<file path="config.mk">
export PLATFORM = sky130hd
export DESIGN_NAME = qadc_serial_ctrl
export DESIGN_NICKNAME = d
export VERILOG_FILES = /design/src/qadc_pkg.sv /design/src/qadc_pin_sync.sv /design/src/qadc_pair_buf.sv /design/src/qadc_serial_ctrl.sv
export VERILOG_INCLUDE_DIRS = /design/src
export SDC_FILE = /design/constraint.sdc
export NUM_CORES = 1
export LEC_CHECK = 0
export ABC_AREA = 0
export ABC_CLOCK_PERIOD_IN_PS = 3700
export BUFFER_PORTS_ARGS = -buffer_cell sky130_fd_sc_hd__buf_4
export CAP_MARGIN = 40
export CORE_MARGIN = 1
export CORE_UTILIZATION = 57
export DETAILED_ROUTE_END_ITERATION = 7
export GPL_TIMING_DRIVEN = 0
export PLACE_DENSITY = 0.8
export SETUP_SLACK_MARGIN = 0.05
export SKIP_CTS_REPAIR_TIMING = 1
export SYNTH_ARGS = -nofsm -noshare
export SYNTH_HDL_FRONTEND = slang
export SYNTH_SLANG_ARGS = --single-unit
</file>
<file path="constraint.sdc">
create_clock -name ref_clk -period 3.7 [get_ports ref_clk]
set_input_delay 0.555 -clock ref_clk [delete_from_list [all_inputs] [get_ports ref_clk]]
set_output_delay 0.555 -clock ref_clk [all_outputs]
set_load 0.03 [all_outputs]
</file>
<file path="src/qadc_cfg.svh">
// timing counts, field positions and reset values of the serial converter control
`ifndef QADC_CFG_SVH
`define QADC_CFG_SVH

`define QADC_RES_BITS 10
`define QADC_CTRL_BITS 5'h08
`define QADC_CTRL_LAST_RISE 5'h07
`define QADC_CONV_EDGES 5'h10
`define QADC_FIRST_FALL 5'h01
`define QADC_HOLD_FALL 5'h04
`define QADC_DATA_FIRST 5'h04
`define QADC_DATA_LAST 5'h0D
`define QADC_IDX_RESET 5'h00
`define QADC_ADDR_MID_POS 4
`define QADC_ADDR_LO_POS 3
`define QADC_CTRL_RESET 8'h00
`define QADC_CHAN_DEFAULT 2'h0
`define QADC_RESULT_RESET 10'h000
`define QADC_SYNC_RESET 3'h1
`define QADC_BUF_FULL 2'h2
`define QADC_BUF_ONE 2'h1
`define QADC_BUF_EMPTY 2'h0
`define QADC_REF_KHZ 25000
`define QADC_SCLK_MAX_KHZ 3200
`define QADC_SCLK_MIN_HALF_CYC ((`QADC_REF_KHZ + 2 * `QADC_SCLK_MAX_KHZ - 1) / (2 * `QADC_SCLK_MAX_KHZ))

`endif

</file>
<file path="src/qadc_pkg.sv">
// types shared by the serial converter control
`include "qadc_cfg.svh"
package qadc_pkg;

  typedef enum logic [2:0] {
    OFF,
    ARM,
    TRACK,
    CONVERT,
    NAP
  } qadc_state_t;

  typedef struct packed {
    logic din;
    logic sclk;
    logic csN;
  } qadc_pins_t;

  typedef struct packed {
    logic [`QADC_RES_BITS-1:0] analogInputFour;
    logic [`QADC_RES_BITS-1:0] analogInputThree;
    logic [`QADC_RES_BITS-1:0] analogInputTwo;
    logic [`QADC_RES_BITS-1:0] analogInputOne;
  } qadc_samples_t;

  typedef struct packed {
    logic powered;
    logic tracking;
    logic converting;
    logic [1:0] chan;
  } qadc_status_t;

endpackage

</file>
<file path="src/qadc_pin_sync.sv">
// three-stage pin synchroniser with agreement filter
`timescale 1ns/1ns
`include "qadc_cfg.svh"
module qadc_pin_sync (
  input wire logic ref_clk,
  input wire logic rst,
  input wire logic [2:0] pinRaw,
  output logic [2:0] pinClean
);

  localparam logic [2:0] RST_VAL = `QADC_SYNC_RESET;

  genvar i;
  generate
    for (i = 0; i < 3; i++) begin : g_pin
      logic stage1;
      logic stage2;
      logic stage3;
      logic clean;
      logic next_clean;
      // change taken once second and third agree
      always_comb begin
        next_clean = (stage2 == stage3) ? stage3 : clean;
      end
      always_ff @(posedge ref_clk or posedge rst) begin
        if (rst) begin
          stage1 <= RST_VAL[i];
          stage2 <= RST_VAL[i];
          stage3 <= RST_VAL[i];
          clean <= RST_VAL[i];
        end else begin
          stage1 <= pinRaw[i];
          stage2 <= stage1;
          stage3 <= stage2;
          clean <= next_clean;
        end
      end
      assign pinClean[i] = clean;
    end
  endgenerate

endmodule

</file>
<file path="src/qadc_pair_buf.sv">
// two-entry result buffer with valid and ready on both sides
`timescale 1ns/1ns
`include "qadc_cfg.svh"
module qadc_pair_buf #(
  parameter int WIDTH = `QADC_RES_BITS
) (
  input wire logic ref_clk,
  input wire logic rst,
  input wire logic inValid,
  output logic inReady,
  input wire logic [WIDTH-1:0] inData,
  output logic outValid,
  input wire logic outReady,
  output logic [WIDTH-1:0] outData
);

  logic [WIDTH-1:0] slot0;
  logic [WIDTH-1:0] slot1;
  logic [WIDTH-1:0] next_slot0;
  logic [WIDTH-1:0] next_slot1;
  logic [1:0] fill;
  logic [1:0] next_fill;
  logic push;
  logic pop;

  assign inReady = (fill != `QADC_BUF_FULL);
  assign outValid = (fill != `QADC_BUF_EMPTY);
  assign outData = slot0;
  assign push = inValid && inReady;
  assign pop = outValid && outReady;

  always_comb begin
    next_slot0 = slot0;
    next_slot1 = slot1;
    next_fill = fill;
    unique case ({push, pop})
      2'b10: begin
        if (fill == `QADC_BUF_EMPTY) begin
          next_slot0 = inData;
        end else begin
          next_slot1 = inData;
        end
        next_fill = fill + `QADC_BUF_ONE;
      end
      2'b01: begin
        next_slot0 = slot1;
        next_fill = fill - `QADC_BUF_ONE;
      end
      2'b11: begin
        next_slot0 = inData;
      end
      2'b00: begin
        next_fill = fill;
      end
    endcase
  end

  always_ff @(posedge ref_clk or posedge rst) begin
    if (rst) begin
      slot0 <= '0;
      slot1 <= '0;
      fill <= `QADC_BUF_EMPTY;
    end else begin
      slot0 <= next_slot0;
      slot1 <= next_slot1;
      fill <= next_fill;
    end
  end

endmodule

</file>
<file path="src/qadc_serial_ctrl.sv">
// serial framing and conversion sequencing of the four-channel converter
`timescale 1ns/1ns
`include "qadc_cfg.svh"
module qadc_serial_ctrl (
  input wire logic ref_clk,
  input wire logic rst,
  input wire logic csN,
  input wire logic sclk,
  input wire logic din,
  input wire qadc_pkg::qadc_samples_t samples,
  output logic dout,
  output logic doutOe,
  output qadc_pkg::qadc_status_t status
);

  function automatic logic isDataSlot(input logic [4:0] idx);
    isDataSlot = (idx >= `QADC_DATA_FIRST) && (idx <= `QADC_DATA_LAST);
  endfunction

  logic [2:0] pinSync;
  qadc_pkg::qadc_pins_t pins;

  // synchronised pins, close edges may slip a clock
  // edge slip
  qadc_pin_sync u_sync (
    .ref_clk(ref_clk),
    .rst(rst),
    .pinRaw({din, sclk, csN}),
    .pinClean(pinSync)
  );
  assign pins = pinSync;

  // edge detection
  logic csPrevN;
  logic sclkPrev;
  logic next_csPrevN;
  logic next_sclkPrev;
  logic frameStart;
  logic frameEnd;
  logic sclkFall;
  logic sclkRise;
  logic intFall;

  always_comb begin
    next_csPrevN = pins.csN;
    next_sclkPrev = pins.sclk;
  end

  always_ff @(posedge ref_clk or posedge rst) begin
    if (rst) begin
      csPrevN <= 1'b1;
      sclkPrev <= 1'b0;
    end else begin
      csPrevN <= next_csPrevN;
      sclkPrev <= next_sclkPrev;
    end
  end

  assign frameStart = csPrevN && !pins.csN;
  assign frameEnd = !csPrevN && pins.csN;
  assign sclkFall = sclkPrev && !pins.sclk && !pins.csN;
  assign sclkRise = !sclkPrev && pins.sclk && !pins.csN;
  assign intFall = sclkFall || (frameStart && !pins.sclk);

  // conversion sequencer
  qadc_pkg::qadc_state_t state;
  qadc_pkg::qadc_state_t next_state;
  logic [4:0] fallIdx;
  logic [4:0] next_fallIdx;
  logic [4:0] riseIdx;
  logic [4:0] next_riseIdx;
  logic [7:0] ctrlShift;
  logic [7:0] next_ctrlShift;
  logic [7:0] newWord;
  logic [1:0] pendChan;
  logic [1:0] next_pendChan;
  logic [1:0] activeChan;
  logic [1:0] next_activeChan;
  logic beginConv;
  logic samplePush;
  logic [`QADC_RES_BITS-1:0] sampleCode;

  always_comb begin
    next_state = state;
    next_fallIdx = fallIdx;
    next_riseIdx = riseIdx;
    next_ctrlShift = ctrlShift;
    next_pendChan = pendChan;
    next_activeChan = activeChan;
    samplePush = 1'b0;
    newWord = {ctrlShift[6:0], pins.din};
    beginConv = intFall && ((state == qadc_pkg::OFF) || (state == qadc_pkg::ARM) || (state == qadc_pkg::NAP));
    if (pins.csN) begin
      next_state = qadc_pkg::OFF;
    end else if (beginConv) begin
      next_state = qadc_pkg::TRACK;
      next_fallIdx = `QADC_FIRST_FALL;
      next_riseIdx = `QADC_IDX_RESET;
      next_ctrlShift = `QADC_CTRL_RESET;
      next_activeChan = pendChan;
    end else begin
      unique case (state)
        qadc_pkg::OFF: begin
          next_state = qadc_pkg::ARM;
        end
        qadc_pkg::ARM: begin
          next_state = qadc_pkg::ARM;
        end
        qadc_pkg::TRACK: begin
          if (intFall) begin
            next_fallIdx = fallIdx + `QADC_FIRST_FALL;
            if ((fallIdx + `QADC_FIRST_FALL) == `QADC_HOLD_FALL) begin
              next_state = qadc_pkg::CONVERT;
              samplePush = 1'b1;
            end
          end
        end
        qadc_pkg::CONVERT: begin
          if (intFall) begin
            next_fallIdx = fallIdx + `QADC_FIRST_FALL;
            if ((fallIdx + `QADC_FIRST_FALL) == `QADC_CONV_EDGES) begin
              next_state = qadc_pkg::NAP;
            end
          end
        end
        qadc_pkg::NAP: begin
          next_state = qadc_pkg::NAP;
        end
      endcase
      if (sclkRise && (state != qadc_pkg::OFF) && (state != qadc_pkg::ARM)) begin
        if (riseIdx < `QADC_CONV_EDGES) begin
          next_riseIdx = riseIdx + `QADC_FIRST_FALL;
        end
        if (riseIdx < `QADC_CTRL_BITS) begin
          next_ctrlShift = newWord;
        end
        // address from bits four and three
        if (riseIdx == `QADC_CTRL_LAST_RISE) begin
          next_pendChan = newWord[`QADC_ADDR_MID_POS:`QADC_ADDR_LO_POS];
        end
      end
    end
  end

  always_ff @(posedge ref_clk or posedge rst) begin
    if (rst) begin
      state <= qadc_pkg::OFF;
      fallIdx <= `QADC_IDX_RESET;
      riseIdx <= `QADC_IDX_RESET;
      ctrlShift <= `QADC_CTRL_RESET;
      pendChan <= `QADC_CHAN_DEFAULT;
      activeChan <= `QADC_CHAN_DEFAULT;
    end else begin
      state <= next_state;
      fallIdx <= next_fallIdx;
      riseIdx <= next_riseIdx;
      ctrlShift <= next_ctrlShift;
      pendChan <= next_pendChan;
      activeChan <= next_activeChan;
    end
  end

  always_comb begin
    unique case (activeChan)
      2'h0: sampleCode = samples.analogInputOne;
      2'h1: sampleCode = samples.analogInputTwo;
      2'h2: sampleCode = samples.analogInputThree;
      2'h3: sampleCode = samples.analogInputFour;
    endcase
  end

  // result buffer
  logic bufInReady;
  logic bufOutValid;
  logic [`QADC_RES_BITS-1:0] bufOutData;
  logic bufMsb;
  logic loadWant;
  logic next_loadWant;
  logic pop;
  logic pushAccept;

  qadc_pair_buf #(
    .WIDTH(`QADC_RES_BITS)
  ) u_buf (
    .ref_clk(ref_clk),
    .rst(rst),
    .inValid(samplePush),
    .inReady(bufInReady),
    .inData(sampleCode),
    .outValid(bufOutValid),
    .outReady(loadWant),
    .outData(bufOutData)
  );

  assign pushAccept = samplePush && bufInReady;
  assign pop = bufOutValid && loadWant;
  assign bufMsb = bufOutData[`QADC_RES_BITS-1];

  // output shifter
  logic [`QADC_RES_BITS-1:0] shiftReg;
  logic [`QADC_RES_BITS-1:0] next_shiftReg;
  logic next_dout;
  logic next_doutOe;

  always_comb begin
    next_shiftReg = shiftReg;
    next_loadWant = loadWant;
    if (pop) begin
      next_shiftReg = bufOutData;
      next_loadWant = 1'b0;
    end else begin
      if (pushAccept) begin
        next_loadWant = 1'b1;
      end
      if (intFall && (state == qadc_pkg::CONVERT) && isDataSlot(fallIdx) && (fallIdx != `QADC_DATA_LAST)) begin
        next_shiftReg = {shiftReg[`QADC_RES_BITS-2:0], 1'b0};
      end
    end
    if (!pins.csN && (state == qadc_pkg::CONVERT) && isDataSlot(fallIdx) && !loadWant) begin
      next_dout = shiftReg[`QADC_RES_BITS-1];
    end else begin
      next_dout = 1'b0;
    end
    next_doutOe = !pins.csN;
  end

  always_ff @(posedge ref_clk or posedge rst) begin
    if (rst) begin
      shiftReg <= `QADC_RESULT_RESET;
      loadWant <= 1'b0;
      dout <= 1'b0;
      doutOe <= 1'b0;
    end else begin
      shiftReg <= next_shiftReg;
      loadWant <= next_loadWant;
      dout <= next_dout;
      doutOe <= next_doutOe;
    end
  end

  assign status = '{
    powered: (state == qadc_pkg::ARM) || (state == qadc_pkg::TRACK) || (state == qadc_pkg::CONVERT),
    tracking: (state == qadc_pkg::TRACK),
    converting: (state == qadc_pkg::CONVERT),
    chan: activeChan
  };

  property p_oe_on;
    @(posedge ref_clk) disable iff (rst)
    (!csN)[*7] |-> doutOe;
  endproperty
  a_oe_on: assert property (p_oe_on) else $error("output not driven while selected");

  property p_oe_off;
    @(posedge ref_clk) disable iff (rst)
    csN[*7] |-> (!doutOe && !dout && !status.powered);
  endproperty
  a_oe_off: assert property (p_oe_off) else $error("output driven or powered while deselected");

  property p_frame_end;
    @(posedge ref_clk) disable iff (rst)
    frameEnd |=> (state == qadc_pkg::OFF) ##1 !doutOe;
  endproperty
  a_frame_end: assert property (p_frame_end) else $error("frame not closed on select rise");

  property p_nap;
    @(posedge ref_clk) disable iff (rst)
    (intFall && (state == qadc_pkg::CONVERT) && (fallIdx == 5'h0F)) |=> (!status.powered && (state == qadc_pkg::NAP));
  endproperty
  a_nap: assert property (p_nap) else $error("no power-down after sixteenth fall");

  property p_track_len;
    @(posedge ref_clk) disable iff (rst)
    (intFall && (state == qadc_pkg::TRACK) && (fallIdx < 5'h03)) |=> status.tracking;
  endproperty
  a_track_len: assert property (p_track_len) else $error("track left before three clocks");

  property p_hold;
    @(posedge ref_clk) disable iff (rst)
    (intFall && (state == qadc_pkg::TRACK) && (fallIdx == 5'h03)) |=> (status.converting && (fallIdx == 5'h04));
  endproperty
  a_hold: assert property (p_hold) else $error("hold not entered on fourth fall");

  property p_retrack;
    @(posedge ref_clk) disable iff (rst)
    (intFall && (state == qadc_pkg::NAP)) |=> (status.tracking && (fallIdx == 5'h01) && (status.chan == $past(pendChan)));
  endproperty
  a_retrack: assert property (p_retrack) else $error("next conversion did not start tracking");

  property p_msb;
    @(posedge ref_clk) disable iff (rst)
    pop ##1 (!pins.csN && (state == qadc_pkg::CONVERT) && (fallIdx == 5'h04)) |=> (dout == $past(bufMsb, 2));
  endproperty
  a_msb: assert property (p_msb) else $error("first result bit is not the msb");

  property p_addr;
    @(posedge ref_clk) disable iff (rst)
    (sclkRise && (riseIdx == 5'h07) && status.powered) |=> (pendChan == $past(ctrlShift[3:2]));
  endproperty
  a_addr: assert property (p_addr) else $error("channel not taken from address bits");

  property p_low_start;
    @(posedge ref_clk) disable iff (rst)
    (frameStart && !pins.sclk) |=> (status.tracking && (fallIdx == 5'h01));
  endproperty
  a_low_start: assert property (p_low_start) else $error("select fall with clock low did not track");

  property p_high_start;
    @(posedge ref_clk) disable iff (rst)
    (frameStart && pins.sclk) |=> ((state == qadc_pkg::ARM) && status.powered);
  endproperty
  a_high_start: assert property (p_high_start) else $error("clock high start did not wait for fall");

  property p_zero;
    @(posedge ref_clk) disable iff (rst)
    (state != qadc_pkg::CONVERT) |=> !dout;
  endproperty
  a_zero: assert property (p_zero) else $error("nonzero output outside result bits");

endmodule

</file>
# ---- After elaboration in Yosys (flattened, before gate mapping)
# Index checks and enable logic that the tools add are counted.
dict set report totals {
  ff_bits 70
  inputBits 45
  out_inout_bits 7
}
dict set report classes {
  n_addsub 4
  order_cmp 4
  n_eq_ne 24
  n_mux 30
  bitwise_logic 3
  n_reduce_logical 51
}
# op count
set ops {}
lappend ops {{one-hot mux 10 bit (4 select lines)} 1}
lappend ops {{2-to-1 mux 10 bit} 3}
lappend ops {{2-to-1 mux 5 bit} 6}
lappend ops {{one-hot mux 10 bit (3 select lines)} 1}
lappend ops {{logical AND 1 bit} 18}
lappend ops {{2-to-1 mux 3 bit} 6}
lappend ops {{nonzero test 2 bit} 9}
lappend ops {{!= test 4 x 1 -> 1 bit, second input constant} 4}
lappend ops {{2-to-1 mux 4 bit} 3}
lappend ops {{one-hot mux 3 bit (4 select lines)} 1}
lappend ops {{adder 5 x 1 -> 5 bit, second input constant} 2}
lappend ops {{equality test 5 x 3 -> 1 bit, second input constant} 2}
lappend ops {{AND reduction 3 bit} 3}
lappend ops {{equality test 2 bit, second input constant} 4}
lappend ops {{2-to-1 mux 1 bit} 8}
lappend ops {{AND reduction 4 bit} 2}
lappend ops {{equality test 3 x 2 -> 1 bit, second input constant} 2}
lappend ops {{AND reduction 2 bit} 3}
lappend ops {{nonzero test 3 bit} 2}
lappend ops {{equality test 5 bit, second input constant} 1}
lappend ops {{>= comparator 5 x 3 -> 1 bit, second input constant} 1}
lappend ops {{less-or-equal comparator 5 x 4 -> 1 bit, second input constant} 1}
lappend ops {{logical OR 1 bit} 5}
lappend ops {{less-than comparator 5 x 4 -> 1 bit, second input constant} 1}
lappend ops {{17 further kinds} 27}

# ---- Depth between registers and ports, before layout
dict set report logic_depth {
  word_depth 12
  depth_mapped 10
  mapped_depth_nobuf 9
}

# ---- Modules after synthesis
# A second synthesis with hierarchy kept.
dict set report unflattened {
  hier_cells 304
  area_unflattened_um2 3557.2
}
# mod n_inst cells_per_inst area_each_um2 seq_area_each_um2
set by_module_without_submodules {}
lappend by_module_without_submodules {qadc_serial_ctrl 1 216 2138.3 902.1}
lappend by_module_without_submodules {qadc_pair_buf 1 69 1053.5 550.5}
lappend by_module_without_submodules {qadc_pin_sync 1 19 365.4 305.3}

# ---- Least setup slack after synthesis
# Ideal clock, no wire load.
dict set report synth_path {
  kind {reg-to-reg}
  startpoint {reg fallIdx[0]}
  endpoint {reg u_buf.slot0[0], in the netlist u_buf.outData[0]}
  setup_ns 0.125
  t_arrival_ns 2.673
  path_slack_ns 0.902
  stages_incl_launch_ff 10
  n_path_buf 1
  path_cell_list {dfrtp_1 -> ha_1 -> xnor2_1 -> nor3_1 -> nand2_1 -> or3_1 -> ha_1 -> clkbuf_1 -> mux2_2 -> mux2_2}
}
dict set report synth_via {
  elab_chain_len 11
  elab_cells_between_ends 15
  cone_classes {add/sub (1); eq/ne (5); mux (6); reduce/logical (3)}
}
# item line_no
set synth_lines {}
lappend synth_lines {{start: declaration} qadc_serial_ctrl.sv:68} ;# logic [4:0] fallIdx;
lappend synth_lines {{start signal: assignment} qadc_serial_ctrl.sv:148} ;# fallIdx <= `QADC_IDX_RESET;
lappend synth_lines {{start signal: assignment} qadc_serial_ctrl.sv:155} ;# fallIdx <= next_fallIdx;
lappend synth_lines {{adder 5 x 1 -> 5 bit (no line) (*)} n/a}
lappend synth_lines {{equality test 5 x 3 -> 1 bit (no line) (*)} n/a}
lappend synth_lines {{2-to-1 mux 1 bit (*)} qadc_serial_ctrl.sv:112} ;# if ((fallIdx + `QADC_FIRST_FALL) == `QADC_HOLD_FALL) begin
lappend synth_lines {{2-to-1 mux 1 bit (*)} qadc_serial_ctrl.sv:110} ;# if (intFall) begin
lappend synth_lines {{2-to-1 mux 1 bit (*)} qadc_serial_ctrl.sv:102} ;# unique case (state)
lappend synth_lines {{2-to-1 mux 1 bit (*)} qadc_serial_ctrl.sv:95} ;# end else if (beginConv) begin
lappend synth_lines {{2-to-1 mux 1 bit (*)} qadc_serial_ctrl.sv:93} ;# if (pins.csN) begin
lappend synth_lines {{logical AND 1 bit (*)} qadc_pair_buf.sv:29} ;# assign push = inValid && inReady;
lappend synth_lines {{equality test 2 bit / equality test 2 x 1 -> 1 bit (equally long branches)} qadc_pair_buf.sv:36} ;# unique case ({push, pop})
lappend synth_lines {{!= test 2 x 1 -> 1 bit (no line) / nonzero test 3 bit (equally long branches)} n/a}
lappend synth_lines {{AND reduction 2 bit (no line)} n/a}
lappend synth_lines {{end signal: assignment} qadc_pair_buf.sv:64} ;# slot0 <= next_slot0;
lappend synth_lines {{end: declaration} qadc_pair_buf.sv:17} ;# logic [WIDTH-1:0] slot0;
# Mark *: on every way between the ends. The rest lies on a longest branch, timed or not.
# A chain may end at the register's enable or synchronous reset.

# ---- Worst setup path in the final report
dict set report layout_path {
  startpoint {reg fallIdx[0]}
  endpoint {reg u_buf.slot0[4], in the netlist u_buf.outData[4]}
}
# The elaborated chain is that of the path after synthesis.

==> metrics.md <==
| Metric | Value |
|---|---|
| CP arrival | 3410 ps |
| Max-cap viol count | 0 |
| Final slew viol count | 0 |
| Routed via count | 2,345 |
| First-pass GRT wire length | 11.2 mm |
| Clock network power share | 29.5% |
| Post-layout util | 74.6% |
| Clock sinks | 70 |
| RSZ-0062 raised after global routing | false |
| Clock slew at reported path FFs | 80 ps |
| Worst-path maximum fanout | 10 |
| Antenna viol nets, final | 0 |
| Final Cycle Share | 85.6% |
| Clock root cell | clkbuf_8 |
| Critical path cell sequence | ha_1, xnor2_1, nor3_1, nand2_1, or3_1, ha_1, clkbuf_1, mux2_2, mux2_2 |
| Initial antenna violation count | 0 |
| Post-synthesis async set-or-reset flop share | 100% |
| Cell Pwr Density | 660 nW/um^2 |
| DRC viols | 0 |
| Die area | 6330 sq um |
| Initial core utilization | 60.8% |
| Grt ovf | 0 |
| WP data required | 3940 ps |
| Seq pwr share | 39.4% |
| Register area | 1760 sq um |
| Fin nets | 387 |
| Site Rows | 27 |
| Yosys reg bits | 70 |
| Drt via density | 5.71 |
| Final hold violations | 0 |
| Clock Tree Buf Depth | 2 |
| Final min period | 3170 ps |
| Max transition margin | 61.2% |
| Total power | 2780 uW |
| Crit Path Class | reg2reg |
| Die Y | 79.6 um |
| IO Port Bufs | 51 |
| Critical Path Slowest Stage Cell | nor3_1 |
| Multi-input gate area | 1580 sq um |
| Iter 0 DRT Violations | 84 |
| Static leakage | 0.00183 uW |
| Synth top area share | 47.4% |
| Chip width | 79.6 um |
| Area leader, netlist | dfrtp_1 |
| Min-delay worst type | in2async |
| Synth top cells by count | 65 x dfrtp_1, 33 x mux2_2, 26 x nor2_1, 15 x mux2i_1, 11 x a21oi_1 |
| CP delay by family, top | simple AND/OR/NAND/NOR gates |
| Share of cells above drive strength 1 | 39.5% |
| Status | finished, final reports clean |
| Synthesized area | 3430 sq um |
| Vias in the first global route | 2,373 |
| Syn-to-layout area delta | 22.7% |
| Synth Flop Type | dfrtp_1 |
| Wire per inst | 16.5 um |
| Final wirelength | 6.78 mm |
| # fillers | 369 |
| Slew @ Worst Pin | 566 ps |
| Mapped Nets | 323 |
| N_diodes | 0 |
| First-pass DRT Iterations | 4 |
| Syn Area/Cell | 12.7 sq um |
| CTS H-tree lvls | 3 |
| Fmax achieved | 0.316 GHz |
| Final Skew | 10.2 ps |
| Worst hold slack | 144 ps |
| Startpoint types | flip-flop |
| Count leader, synth | dfrtp_1 |
| P_sw | 885 uW |
| Switch share | 31.9% |
| Post-synth EDFFs | 0 |
| Clk Latency, worst-skew pair | 360 ps |
| CP peak stage delay | 460 ps |
| TritonCTS clock tree | built |
| Crit end category | flip-flop |
| DP Worst Slack | 563 ps |
| HPWL after detailed placement | 4.85 mm |
| Largest net degree at the start of global routing | 51 |
| PnR worst setup slack | 531 ps |
| Power share of the combinational group | 31.1% |
| Final Setup Violations | 0 |
| CTS buffer count | 9 |
| Total GRT Usage | 24.0% |
| Worst vdd ir | 0.000412 V |
| Post-synthesis sequential area ratio | 51.2% |
| Warnings from Yosys | 0 |
| Ports | 52 |
| Core Footprint | 5640 sq um |
| Distinct cells, synth | 51 |
| Buffers & Inverters on Critical Path | 1 |
| Setup_tns | 0 ps |
| Final Wtd Congestion | 0.818 |
| Internal Pwr Total | 1890 uW |
| Syn Inst Count | 270 |
| Area contributors post-synth | dfrtp_1 47%, mux2_2 11%, mux4_2 6.6% |
-- flip-flops by register name, indices dropped and copies added, names as in the netlist, 3 cells and up --
name,flops
shiftReg,10
u_buf.outData,10
u_buf.slot1,10
fallIdx,5
riseIdx,5
ctrlShift,4
state,3
u_sync.g_pin.clean,3
u_sync.g_pin.stage1,3
u_sync.g_pin.stage2,3
u_sync.g_pin.stage3,3
-- power by group through the flow --
stage	Clock, uW	Sequential [uW]	Combinational (uW)
2_1_floorplan	0	1070	674
3_3_place_gp	0	1100	825
3_5_place_dp	0	1110	864
4_1_cts	830	1090	871
5_1_grt	856	1120	964
6_report	820	1100	863
-- layout by cell type (no fill, tap or decap), drive strengths merged, types with 9 or more instances in the layout --
master	Yosys	routed
buf	6	59
o21ai	9	9
mux4	10	10
dfrtp	65	65
mux2	35	35
clkbuf	7	16
mux2i	15	15
nor2	26	26
nand2	9	9
a21oi	11	11
-- per-layer routing --
layer | track usage [%] | part of all wire (%) | vias up
met4 | 12.4 | 1.8 | 0
met2 | 38.9 | 52 | 52
met5 | 0 | 0 | -
met1 | 30.8 | 43 | 1168
met3 | 4.46 | 3.0 | 8
li1 | - | - | 1117
-- logic make-up (layout without fill, tap and decap cells) --
logic type / after synthesis / count (layout) / synth area share [%]
xor+xnor: 8 / 8 / 2.04
mux: 60 / 60 / 22.6
buf+inv: 20 / 89 / 2.63
flops: 70 / 70 / 51.2
compound gates: 40 / 40 / 8.02
simple gates: 61 / 61 / 9.63
fa+ha+maj: 11 / 11 / 3.79
-- path summary, 6_finish.rpt --
check                           cells after the start  slack, ps                        startpoint                                to
worst max-delay path                                9        530            fallIdx[0]$_DFFE_PP0P_      u_buf.outData[4]$_DFFE_PP0P_
worst min-delay path                                2        140                               rst  u_sync.g_pin[1].stage1$_DFF_PP0_
worst max register to register                      9        530            fallIdx[0]$_DFFE_PP0P_      u_buf.outData[4]$_DFFE_PP0P_
worst min register to register                      0        360  u_sync.g_pin[1].stage1$_DFF_PP0_  u_sync.g_pin[1].stage2$_DFF_PP0_
max in group asynchronous                           3       3040                               rst           shiftReg[8]$_DFFE_PP0P_
min in group ref_clk                                1        300                               csN  u_sync.g_pin[0].stage1$_DFF_PP1_
-- cell type report --
cell class | instances | area share, %
plain buffers | 13 | 1.52
clock buffers | 9 | 2.94
clock inverters | 7 | 3.45
inverters | 7 | 0.684
multi-input cells | 180 | 37.6
flip-flops and latches | 70 | 41.8
well taps | 72 | 2.14
repair buffers | 53 | 9.93
-- stage by stage --
step	area, sq um	cells
floorplan	3430	270
global placement	3900	393
detailed placement	3940	395
CTS	4210	411
global route	4210	411
finish	4210	411
No activity file was read; power rests on OpenSTA's default activity.
